`config.mk`:
```
export PLATFORM = sky130hd
export DESIGN_NAME = irq_flag_core
export DESIGN_NICKNAME = d
export VERILOG_FILES = /design/src/irqflag_pkg.sv /design/src/line_events_if.sv /design/src/line_monitor.sv /design/src/frame_counter.sv /design/src/irq_flag_core.sv
export SDC_FILE = /design/constraint.sdc
export NUM_CORES = 1
export LEC_CHECK = 0
export ABC_AREA = 1
export BUFFER_PORTS_ARGS = -buffer_cell sky130_fd_sc_hd__clkbuf_2
export CAP_MARGIN = 10
export CORE_MARGIN = 8
export CORE_UTILIZATION = 52
export CTS_BUF_LIST = sky130_fd_sc_hd__clkbuf_8
export DETAILED_ROUTE_END_ITERATION = 8
export PLACE_DENSITY = 0.85
export SYNTH_ARGS = -nofsm -noshare
export SYNTH_HDL_FRONTEND = slang
export SYNTH_SLANG_ARGS = --single-unit
```
`constraint.sdc`:
```
create_clock -name sys_clk -period 1.6 [get_ports sys_clk]
set_input_delay 0.08 -clock sys_clk [delete_from_list [all_inputs] [get_ports sys_clk]]
set_output_delay 0.08 -clock sys_clk [all_outputs]
set_load 0.005 [all_outputs]
```
`src/irqflag_pkg.sv`:
```
// constants shared by the interrupt-flag logic of the two-wire master
// assumes a 32-bit avalon slave port with byte addresses
package irqflag_pkg;
    localparam int ADDR_W = 4;
    localparam int DATA_W = 32;
    localparam int EV_W = 6;
    // register byte offsets
    localparam logic [ADDR_W-1:0] OFS_CTRL = 4'h0;
    localparam logic [ADDR_W-1:0] OFS_FLAG = 4'h4;
    localparam logic [ADDR_W-1:0] OFS_STATUS = 4'h8;
    localparam logic [ADDR_W-1:0] OFS_MASK = 4'hc;
    // control register fields
    localparam int CTRL_MASTER = 0;
    localparam int CTRL_WAIT = 1;
    localparam int CTRL_ACK_CHECK_ENABLE = 2;
    localparam int CTRL_FS = 3;
    localparam int CTRL_FSX = 4;
    localparam int CTRL_START = 5;
    localparam int CTRL_W = 6;
    localparam logic [CTRL_W-1:0] CTRL_RESET = 6'h00;
    // flag register fields
    localparam int FLAG_IRQ = 0;
    localparam int FLAG_TXE = 1;
    localparam int FLAG_ACK_RECEIVED_BIT = 2;
    localparam int FLAG_AL = 3;
    localparam int FLAG_W = 4;
    localparam logic [FLAG_W-1:0] FLAG_RESET = 4'h0;
    // event bits of status and mask registers
    localparam int EV_START = 0;
    localparam int EV_WAIT8 = 1;
    localparam int EV_DONE9 = 2;
    localparam int EV_ADDR_AL = 3;
    localparam int EV_NACK = 4;
    localparam int EV_AL = 5;
    localparam logic [EV_W-1:0] EV_RESET = 6'h00;
    // serial clock counting
    localparam int BIT_W = 4;
    localparam logic [BIT_W-1:0] BIT_DATA_LAST = 4'h8;
    localparam logic [BIT_W-1:0] BIT_ZERO = 4'h0;
    typedef enum logic [3:0] {
        ST_IDLE = 4'b0001,
        ST_START_PEND = 4'b0010,
        ST_XFER = 4'b0100,
        ST_LOST = 4'b1000
    } master_state_t;
endpackage

```
`src/line_events_if.sv`:
```
// line events carried from the pin monitor and frame counter to the flag core
// all signals are on sys_clk
`timescale 1ns/1ps
interface line_events_if;
    import irqflag_pkg::*;
    logic scl_lvl;
    logic sda_lvl;
    logic scl_rise;
    logic scl_fall;
    logic start_seen;
    logic stop_seen;
    logic [BIT_W-1:0] bit_index;
    logic first_frame;
    logic in_frame;
    logic eighth_fall;
    logic ninth_rise;
    modport mon (output scl_lvl, sda_lvl, scl_rise, scl_fall, start_seen, stop_seen);
    modport cnt (input scl_rise, scl_fall, start_seen, stop_seen,
                 output bit_index, first_frame, in_frame, eighth_fall, ninth_rise);
    modport core (input scl_lvl, sda_lvl, scl_rise, scl_fall, start_seen, stop_seen,
                  bit_index, first_frame, in_frame, eighth_fall, ninth_rise);
endinterface // line_events_if

```
`src/line_monitor.sv`:
```
// samples the serial clock and data pins and reports edges, start and stop
// assumes pins asynchronous to sys_clk; two flops before any logic reads them
`timescale 1ns/1ps
module line_monitor (
    // clock and reset
    input wire logic sys_clk,
    input wire logic reset_n,
    // pins
    input wire logic scl_in,
    input wire logic sda_in,
    // events
    line_events_if.mon ev
);
    import irqflag_pkg::*;
    logic [1:0] meta;
    logic [1:0] sync;
    logic [1:0] prev;

    always_ff @(posedge sys_clk or negedge reset_n) begin
        if (!reset_n) begin
            meta <= 2'h3;
            sync <= 2'h3;
            prev <= 2'h3;
        end else begin
            meta <= {scl_in, sda_in};
            sync <= meta;
            prev <= sync;
        end
    end

    assign ev.scl_lvl = sync[1];
    assign ev.sda_lvl = sync[0];
    assign ev.scl_rise = sync[1] & ~prev[1];
    assign ev.scl_fall = ~sync[1] & prev[1];
    // data moving while the clock stays high marks start or stop
    assign ev.start_seen = sync[1] & prev[1] & prev[0] & ~sync[0];
    assign ev.stop_seen = sync[1] & prev[1] & ~prev[0] & sync[0];
endmodule // line_monitor

```
`src/frame_counter.sv`:
```
// counts serial clock rises inside a frame and flags the 8th fall and 9th rise
// assumes edge pulses from line_monitor on the same clock
`timescale 1ns/1ps
module frame_counter (
    // clock and reset
    input wire logic sys_clk,
    input wire logic reset_n,
    // events
    line_events_if.cnt ev
);
    import irqflag_pkg::*;
    logic [BIT_W-1:0] idx;
    logic first;
    logic active;
    wire logic at_last = (idx == BIT_DATA_LAST);
    wire logic byte_end = ev.scl_fall & (idx == BIT_DATA_LAST + 4'h1);

    always_ff @(posedge sys_clk or negedge reset_n) begin
        if (!reset_n) begin
            idx <= BIT_ZERO;
            first <= 1'b0;
            active <= 1'b0;
        end else if (ev.start_seen) begin
            idx <= BIT_ZERO;
            first <= 1'b1;
            active <= 1'b1;
        end else if (ev.stop_seen) begin
            idx <= BIT_ZERO;
            first <= 1'b0;
            active <= 1'b0;
        end else if (active && ev.scl_rise) begin
            idx <= idx + 4'h1;
        end else if (byte_end) begin
            // the low phase after the 9th clock opens the next byte
            idx <= BIT_ZERO;
            first <= 1'b0;
        end
    end

    assign ev.bit_index = idx;
    assign ev.first_frame = first;
    assign ev.in_frame = active;
    assign ev.eighth_fall = active & at_last & ev.scl_fall;
    assign ev.ninth_rise = active & at_last & ev.scl_rise;
endmodule // frame_counter

```
`src/irq_flag_core.sv`:
```
// interrupt request flag logic of a two-wire bus master, with avalon-mm registers
// assumes pins scl_in/sda_in asynchronous; sda_released from the shifter on sys_clk
//
// The implementer's own choices: the register addresses and the Avalon-MM slave port.
`timescale 1ns/1ps
// What this block does
// - flag resets to 0, drives iface_irq_flag; CPU irq comes from masked event status
// - format bits, wait bit, ack enable steer setting
// - master start seen on lines sets flag
// - wait insertion sets flag at 8th fall
// - no wait sets flag at 9th rise
// - address after lost arbitration sets flag
// - nack with checking sets ack bit, flag
// - arbitration lost sets flag
module irq_flag_core (
    // clock and reset
    input wire logic sys_clk,
    input wire logic reset_n,
    // avalon-mm slave
    input wire logic [irqflag_pkg::ADDR_W-1:0] avs_address,
    input wire logic avs_read,
    input wire logic avs_write,
    input wire logic [irqflag_pkg::DATA_W-1:0] avs_writedata,
    input wire logic [3:0] avs_byteenable,
    output logic [irqflag_pkg::DATA_W-1:0] avs_readdata,
    output logic avs_waitrequest,
    // bus lines
    input wire logic scl_in,
    input wire logic sda_in,
    // from the data shifter
    input wire logic sda_released,
    // toward the cpu
    output logic iface_irq_flag,
    output logic irq
);
    import irqflag_pkg::*;

    line_events_if ev ();

    line_monitor u_mon (
        .sys_clk(sys_clk),
        .reset_n(reset_n),
        .scl_in(scl_in),
        .sda_in(sda_in),
        .ev(ev.mon)
    );

    frame_counter u_cnt (
        .sys_clk(sys_clk),
        .reset_n(reset_n),
        .ev(ev.cnt)
    );

    function automatic logic [DATA_W-1:0] zext_ctrl(input logic [CTRL_W-1:0] v);
        return {{(DATA_W-CTRL_W){1'b0}}, v};
    endfunction

    function automatic logic [DATA_W-1:0] zext_ev(input logic [EV_W-1:0] v);
        return {{(DATA_W-EV_W){1'b0}}, v};
    endfunction

    // software-visible state
    logic [CTRL_W-1:0] ctrl;
    logic [FLAG_W-1:0] flags;
    logic [EV_W-1:0] status;
    logic [EV_W-1:0] mask;
    logic clear_armed;
    logic bus_ack;
    logic [DATA_W-1:0] rdata;
    master_state_t state;
    master_state_t next_state;

    // bus decode
    wire logic bus_req = avs_read | avs_write;
    wire logic bus_done = bus_req & bus_ack;
    wire logic sel_ctrl = (avs_address == OFS_CTRL);
    wire logic sel_flag = (avs_address == OFS_FLAG);
    wire logic sel_status = (avs_address == OFS_STATUS);
    wire logic sel_mask = (avs_address == OFS_MASK);
    wire logic lane0 = avs_byteenable[0];
    wire logic wr_ctrl = bus_done & avs_write & sel_ctrl & lane0;
    wire logic wr_flag = bus_done & avs_write & sel_flag & lane0;
    wire logic wr_mask = bus_done & avs_write & sel_mask & lane0;
    wire logic rd_flag = bus_done & avs_read & sel_flag;
    wire logic rd_status = bus_done & avs_read & sel_status;

    // control fields
    wire logic master_mode = ctrl[CTRL_MASTER];
    wire logic wait_insert = ctrl[CTRL_WAIT];
    wire logic ack_check_enable = ctrl[CTRL_ACK_CHECK_ENABLE];
    wire logic format_select = ctrl[CTRL_FS];
    wire logic format_select_ext = ctrl[CTRL_FSX];
    wire logic start_request = ctrl[CTRL_START];
    // both format bits set selects the synchronous serial format
    wire logic i2c_format = ~(format_select & format_select_ext);

    // flag fields
    wire logic arbitration_lost_flag = flags[FLAG_AL];
    wire logic ack_received_bit = flags[FLAG_ACK_RECEIVED_BIT];
    wire logic tx_buffer_empty_flag = flags[FLAG_TXE];

    // setting conditions
    wire logic master_i2c = master_mode & i2c_format;
    wire logic set_start = master_i2c & (state == ST_START_PEND) & ev.start_seen;
    wire logic set_wait8 = master_i2c & (state == ST_XFER) & wait_insert
                           & ev.eighth_fall;
    wire logic set_done9 = master_i2c & (state == ST_XFER) & ~wait_insert
                           & ev.ninth_rise;
    wire logic set_addr_al = i2c_format & (state == ST_LOST) & ev.first_frame
                             & ev.ninth_rise;
    wire logic set_nack = master_i2c & (state == ST_XFER) & ack_check_enable
                          & ev.ninth_rise & ev.sda_lvl;
    // our released data line read low during a data bit means another master won
    wire logic conflict = master_i2c & (state == ST_XFER) & ev.scl_rise
                          & (ev.bit_index < BIT_DATA_LAST) & sda_released & ~ev.sda_lvl;
    wire logic set_al = conflict;

    wire logic [EV_W-1:0] events = {set_al, set_nack, set_addr_al, set_done9,
                                    set_wait8, set_start};
    wire logic any_set = |events;

    // clear of the flag needs a prior read that saw it set
    wire logic flag_clear = wr_flag & clear_armed & ~avs_writedata[FLAG_IRQ];

    // master sequencing
    always_comb begin
        next_state = state;
        case (state)
            ST_IDLE: begin
                if (master_mode && start_request) begin
                    next_state = ST_START_PEND;
                end
            end
            ST_START_PEND: begin
                if (!master_mode) begin
                    next_state = ST_IDLE;
                end else if (ev.start_seen) begin
                    next_state = ST_XFER;
                end
            end
            ST_XFER: begin
                if (conflict) begin
                    next_state = ST_LOST;
                end else if (ev.stop_seen || !master_mode) begin
                    next_state = ST_IDLE;
                end
            end
            ST_LOST: begin
                // stays out of the way until the bus frees
                if (ev.stop_seen) begin
                    next_state = ST_IDLE;
                end
            end
            default: begin
                next_state = ST_IDLE;
            end
        endcase
    end

    always_ff @(posedge sys_clk or negedge reset_n) begin
        if (!reset_n) begin
            state <= ST_IDLE;
        end else begin
            state <= next_state;
        end
    end

    // control register; start request drops once the start is on the lines
    always_ff @(posedge sys_clk or negedge reset_n) begin
        if (!reset_n) begin
            ctrl <= CTRL_RESET;
        end else if (wr_ctrl) begin
            ctrl <= avs_writedata[CTRL_W-1:0];
        end else if (state == ST_START_PEND && ev.start_seen) begin
            ctrl[CTRL_START] <= 1'b0;
        end
    end

    // interrupt request flag: set wins over clear, writing 1 does nothing
    always_ff @(posedge sys_clk or negedge reset_n) begin
        if (!reset_n) begin
            flags[FLAG_IRQ] <= 1'b0;
        end else if (any_set) begin
            flags[FLAG_IRQ] <= 1'b1;
        end else if (flag_clear) begin
            flags[FLAG_IRQ] <= 1'b0;
        end
    end

    // arming: a read of the flag register showing 1, spent by the next write to it
    always_ff @(posedge sys_clk or negedge reset_n) begin
        if (!reset_n) begin
            clear_armed <= 1'b0;
        end else if (rd_flag) begin
            clear_armed <= flags[FLAG_IRQ];
        end else if (wr_flag) begin
            clear_armed <= 1'b0;
        end
    end

    // transmit buffer empty rises with the start of the first frame
    always_ff @(posedge sys_clk or negedge reset_n) begin
        if (!reset_n) begin
            flags[FLAG_TXE] <= 1'b0;
        end else if (set_start) begin
            flags[FLAG_TXE] <= 1'b1;
        end else if (wr_flag && !avs_writedata[FLAG_TXE]) begin
            flags[FLAG_TXE] <= 1'b0;
        end
    end

    // received acknowledge bit is only set while checking is on
    always_ff @(posedge sys_clk or negedge reset_n) begin
        if (!reset_n) begin
            flags[FLAG_ACK_RECEIVED_BIT] <= 1'b0;
        end else if (set_nack) begin
            flags[FLAG_ACK_RECEIVED_BIT] <= 1'b1;
        end else if (wr_flag && !avs_writedata[FLAG_ACK_RECEIVED_BIT]) begin
            flags[FLAG_ACK_RECEIVED_BIT] <= 1'b0;
        end
    end

    always_ff @(posedge sys_clk or negedge reset_n) begin
        if (!reset_n) begin
            flags[FLAG_AL] <= 1'b0;
        end else if (set_al) begin
            flags[FLAG_AL] <= 1'b1;
        end else if (wr_flag && !avs_writedata[FLAG_AL]) begin
            flags[FLAG_AL] <= 1'b0;
        end
    end

    // sticky event status, cleared by reading it; a new event beats the clear
    always_ff @(posedge sys_clk or negedge reset_n) begin
        if (!reset_n) begin
            status <= EV_RESET;
        end else if (rd_status) begin
            status <= events;
        end else begin
            status <= status | events;
        end
    end

    always_ff @(posedge sys_clk or negedge reset_n) begin
        if (!reset_n) begin
            mask <= EV_RESET;
        end else if (wr_mask) begin
            mask <= avs_writedata[EV_W-1:0];
        end
    end

    // one wait state: read data is captured while waitrequest is high
    always_ff @(posedge sys_clk or negedge reset_n) begin
        if (!reset_n) begin
            bus_ack <= 1'b0;
        end else begin
            bus_ack <= bus_req & ~bus_ack;
        end
    end

    wire logic [DATA_W-1:0] flag_word = {{(DATA_W-FLAG_W){1'b0}}, flags};
    wire logic [DATA_W-1:0] read_mux = sel_ctrl ? zext_ctrl(ctrl) :
                                       sel_flag ? flag_word :
                                       sel_status ? zext_ev(status) :
                                       sel_mask ? zext_ev(mask) : '0;

    always_ff @(posedge sys_clk or negedge reset_n) begin
        if (!reset_n) begin
            rdata <= '0;
        end else if (avs_read && !bus_ack) begin
            rdata <= read_mux;
        end
    end

    assign avs_readdata = rdata;
    assign avs_waitrequest = bus_req & ~bus_ack;
    assign iface_irq_flag = flags[FLAG_IRQ];
    assign irq = |(status & mask);

    // spare status for debug is not needed; unused readbacks kept to zero
    wire logic unused_ok = ack_received_bit & tx_buffer_empty_flag
                           & arbitration_lost_flag & ev.scl_lvl & ev.in_frame;
endmodule // irq_flag_core

```
==> results.md <==
- # DRC: 0
- Starting Density: 0.5308
- Sequential-to-total area share from yosys stat: 0.4720
- # setup viols final: 0
- Final worst setup slack: 0.1961 ns
- Arr. time, crit path: 1.61 ns
- Worst hold slack: 0.03314 ns
- Die height: 84.75 µm
- Core Util, Final: 0.5786
- Met1 usage: 0.1763
- Synthesis-to-layout area growth: 9.012%
- Max Cap Viol: 0
- Setup_tns: 0 ns
- Worst setup SP type: flop
- Met3 usage: 0.04780
- Actual slew at the worst max-slew pin: 0.5627 ns
- Worst-path maximum fanout: 4
- Synth top area cells: dfrtp_1, nand2_1, buf_4
- Drt total wl: 5158 µm
- Global placement routability congestion: 0.8654
- Slowest cell on crit path: dfstp_2
- Sequence of cells on the critical path: inv_1, nor2_2, nand2_1, nor2_2, nand3_1, o21ai_0
- Gr usage total: 0.1503
- Diodes inserted: 0
- RSZ-0062 raised after global routing: no
- Max-slew violation count: 0
- Depth of the CTS H-tree: 2
- Worst path max stage delay: 0.56 ns
- Die X-Extent: 84.75 µm
- Drt first pass iters: 5
- GRT busiest layer: met2
- First-pass GRT wire length: 8818 µm
- Post-synth top area cell: dfrtp_1
- CTS tree: built
- Most used cell, CP: nor2_2
- Main synth FF type: dfrtp_1
- VDD IR max: 0.8291 mV
- Layout Cells excl Fill: 396
- Ys Warns: 0
- Post-synth ARST share: 1.000
- Num ports: 82
- Post-Syn Instances: 306
- Site row count: 25
- PortBufs: 26
- Hold Startpoint: avs_writedata[2]
- Clk_lat worst skew: 0.30 ns
- Min Clock Period, post-route: 1.404 ns
- Buf+Inv Stages, Crit Path: 1
- CP required: 1.81 ns
- Nets: 391
- Via count: 1991
- Share of the synthesized area in the top cell type: 0.3971
- #FFs+latches synth: 46
- Grt met2 use: 0.2491
- Wire per inst: 13.03 µm
- Die ar.: 0.007182 mm²
- Static Leak: 1.376 nW
- CTS max path bufs: 2
- Unique cell type count in the Yosys netlist: 29
- F_max: 712.3 MHz
- Final period util: 0.8774
- Count of final hold-check violations: 0
- Outcome: complete, no violations
- Vias per cell: 5.028
- Setup CP Type: flop to flop
- Largest net degree at the start of global routing: 47
- Share of cells above drive strength 1: 0.1842
- Commonest cells post-synth: nand2_1, dfrtp_1, inv_1, nor2_1, buf_4
- Total Power: 2.916 mW
- Most frequent cell after synthesis: nand2_1
- Post-synth EDFFs: 0
- Cts repair resizes: 0
- Initial antenna violation count: 0
- Delay-heaviest family, CP: simple AND/OR/NAND/NOR gates
- Worst r2r src: u_mon.sync[1]$_DFF_PN1_
- TritonCTS Sinks: 46
- Final ANT Viol Nets: 0
- Total CTS buffers: 5
- Post-CTS setup buffers: 0
- Post-Syn Area: 0.002457 mm²
- PD cells: 1088 mW/mm²
- Worst setup EP type: flop
- Placed cell areas: 0.002559 mm²
- Core footprint: 0.004629 mm²
- Vias in the first global route: 1990
- CP startpoint: u_mon.sync[1]$_DFF_PN1_
- Grt total ovfl: 0
- Placed insts: 385
- Hold Path Class: input port to flop
- Worst Skew: 0.008536 ns
- Initial DRC count: 215
- Relative slew margins: 0.6249
- Worst-path clk slew: 0.08 ns
- Avg Cell Area, Syn: 8.031 µm²
- Worst slack, placed: 0.2174 ns
- Post-detail-place hpwl: 3995 µm
- Root Driver: clkbuf_8
- Final non-filler cell area: 0.002679 mm²
- # hold bufs at CTS: 3
-- cells by family after synthesis --
kind of cell,count (synthesis),synth area share
adder cells (fa/ha/maj),3,0.01528
buffers and inverters,72,0.1527
AO/OA/AOI/OAI,42,0.09471
flip-flops,46,0.4720
AND/OR/NAND/NOR,141,0.2602
XOR/XNOR,1,0.003565
other,1,0.001526
-- placed cells by master, fill, tap and decap left out, types with 2 or more instances in the layout --
master         synthesis  final
o22ai_1                9      9
dfstp_2                7      7
ha_1                   3      3
nand3_1               23     23
nand2_1               62     62
conb_1                 1     26
nor2_2                 4      4
dfrtp_1               39     39
a21oi_1                2      2
inv_1                 38     40
nand3_2                3      3
nand2_2                5      5
inv_2                  4      4
nor2_1                35     35
dlygate4sd3_1          0      3
o21ai_1               20     20
nand4_1                5      5
buf_4                 27      3
o21ai_0                7      7
clkbuf_8               0      6
clkbuf_2               0     26
-- routing by layer --
metal,share of wire,vias to the layer above
met2,0.49,68
met1,0.42,922
met4,0.014,0
met3,0.071,12
met5,0,-
li1,-,989
-- report_power, final --
part / switching [mW] / internal (mW)
clock network: 0.358 / 0.340
logic: 0.429 / 0.261
registers: 0.151 / 1.38
-- cell type report --
cell class / count / area (µm²)
clock buffer: 6 / 82.58
clock inverter: 2 / 7.507
fill: 426 / 1951
inverter: 43 / 162.7
multi-input combinational: 213 / 1016
sequential: 46 / 1160
tap: 54 / 67.56
timing repair buffer: 32 / 182.7
-- flip-flops by register name, indices dropped and copies added (netlist names), 4 cells and up --
register            count
avs_readdata            6
ctrl                    6
mask                    6
status                  6
state                   4
u_cnt.ev.bit_index      4
-- worst min-delay path, delay by kind of cell --
kind | cells | cell delay (ns)
buffers and inverters | 1 | 0.10
AOI/OAI and AO/OA | 1 | 0.07
and+or+nand+nor | 1 | 0.05
-- worst paths after layout --
path | endpoint | slack (ns) | depth (start not counted)
max in group asynchronous | ctrl[1]$_DFFE_PN0P_ | 0.81 | 3
setup / recovery | status[4]$_DFF_PN0_ | 0.20 | 6
min in group asynchronous | state[3]$_DFFE_PN0P_ | 0.40 | 3
hold reg to reg | u_mon.sync[0]$_DFF_PN1_ | 0.36 | 0
hold / removal | ack_received_bit$_DFFE_PN0P_ | 0.03 | 3
setup reg to reg | status[4]$_DFF_PN0_ | 0.20 | 6
Note: power is estimated with default switching activity, not from simulation.
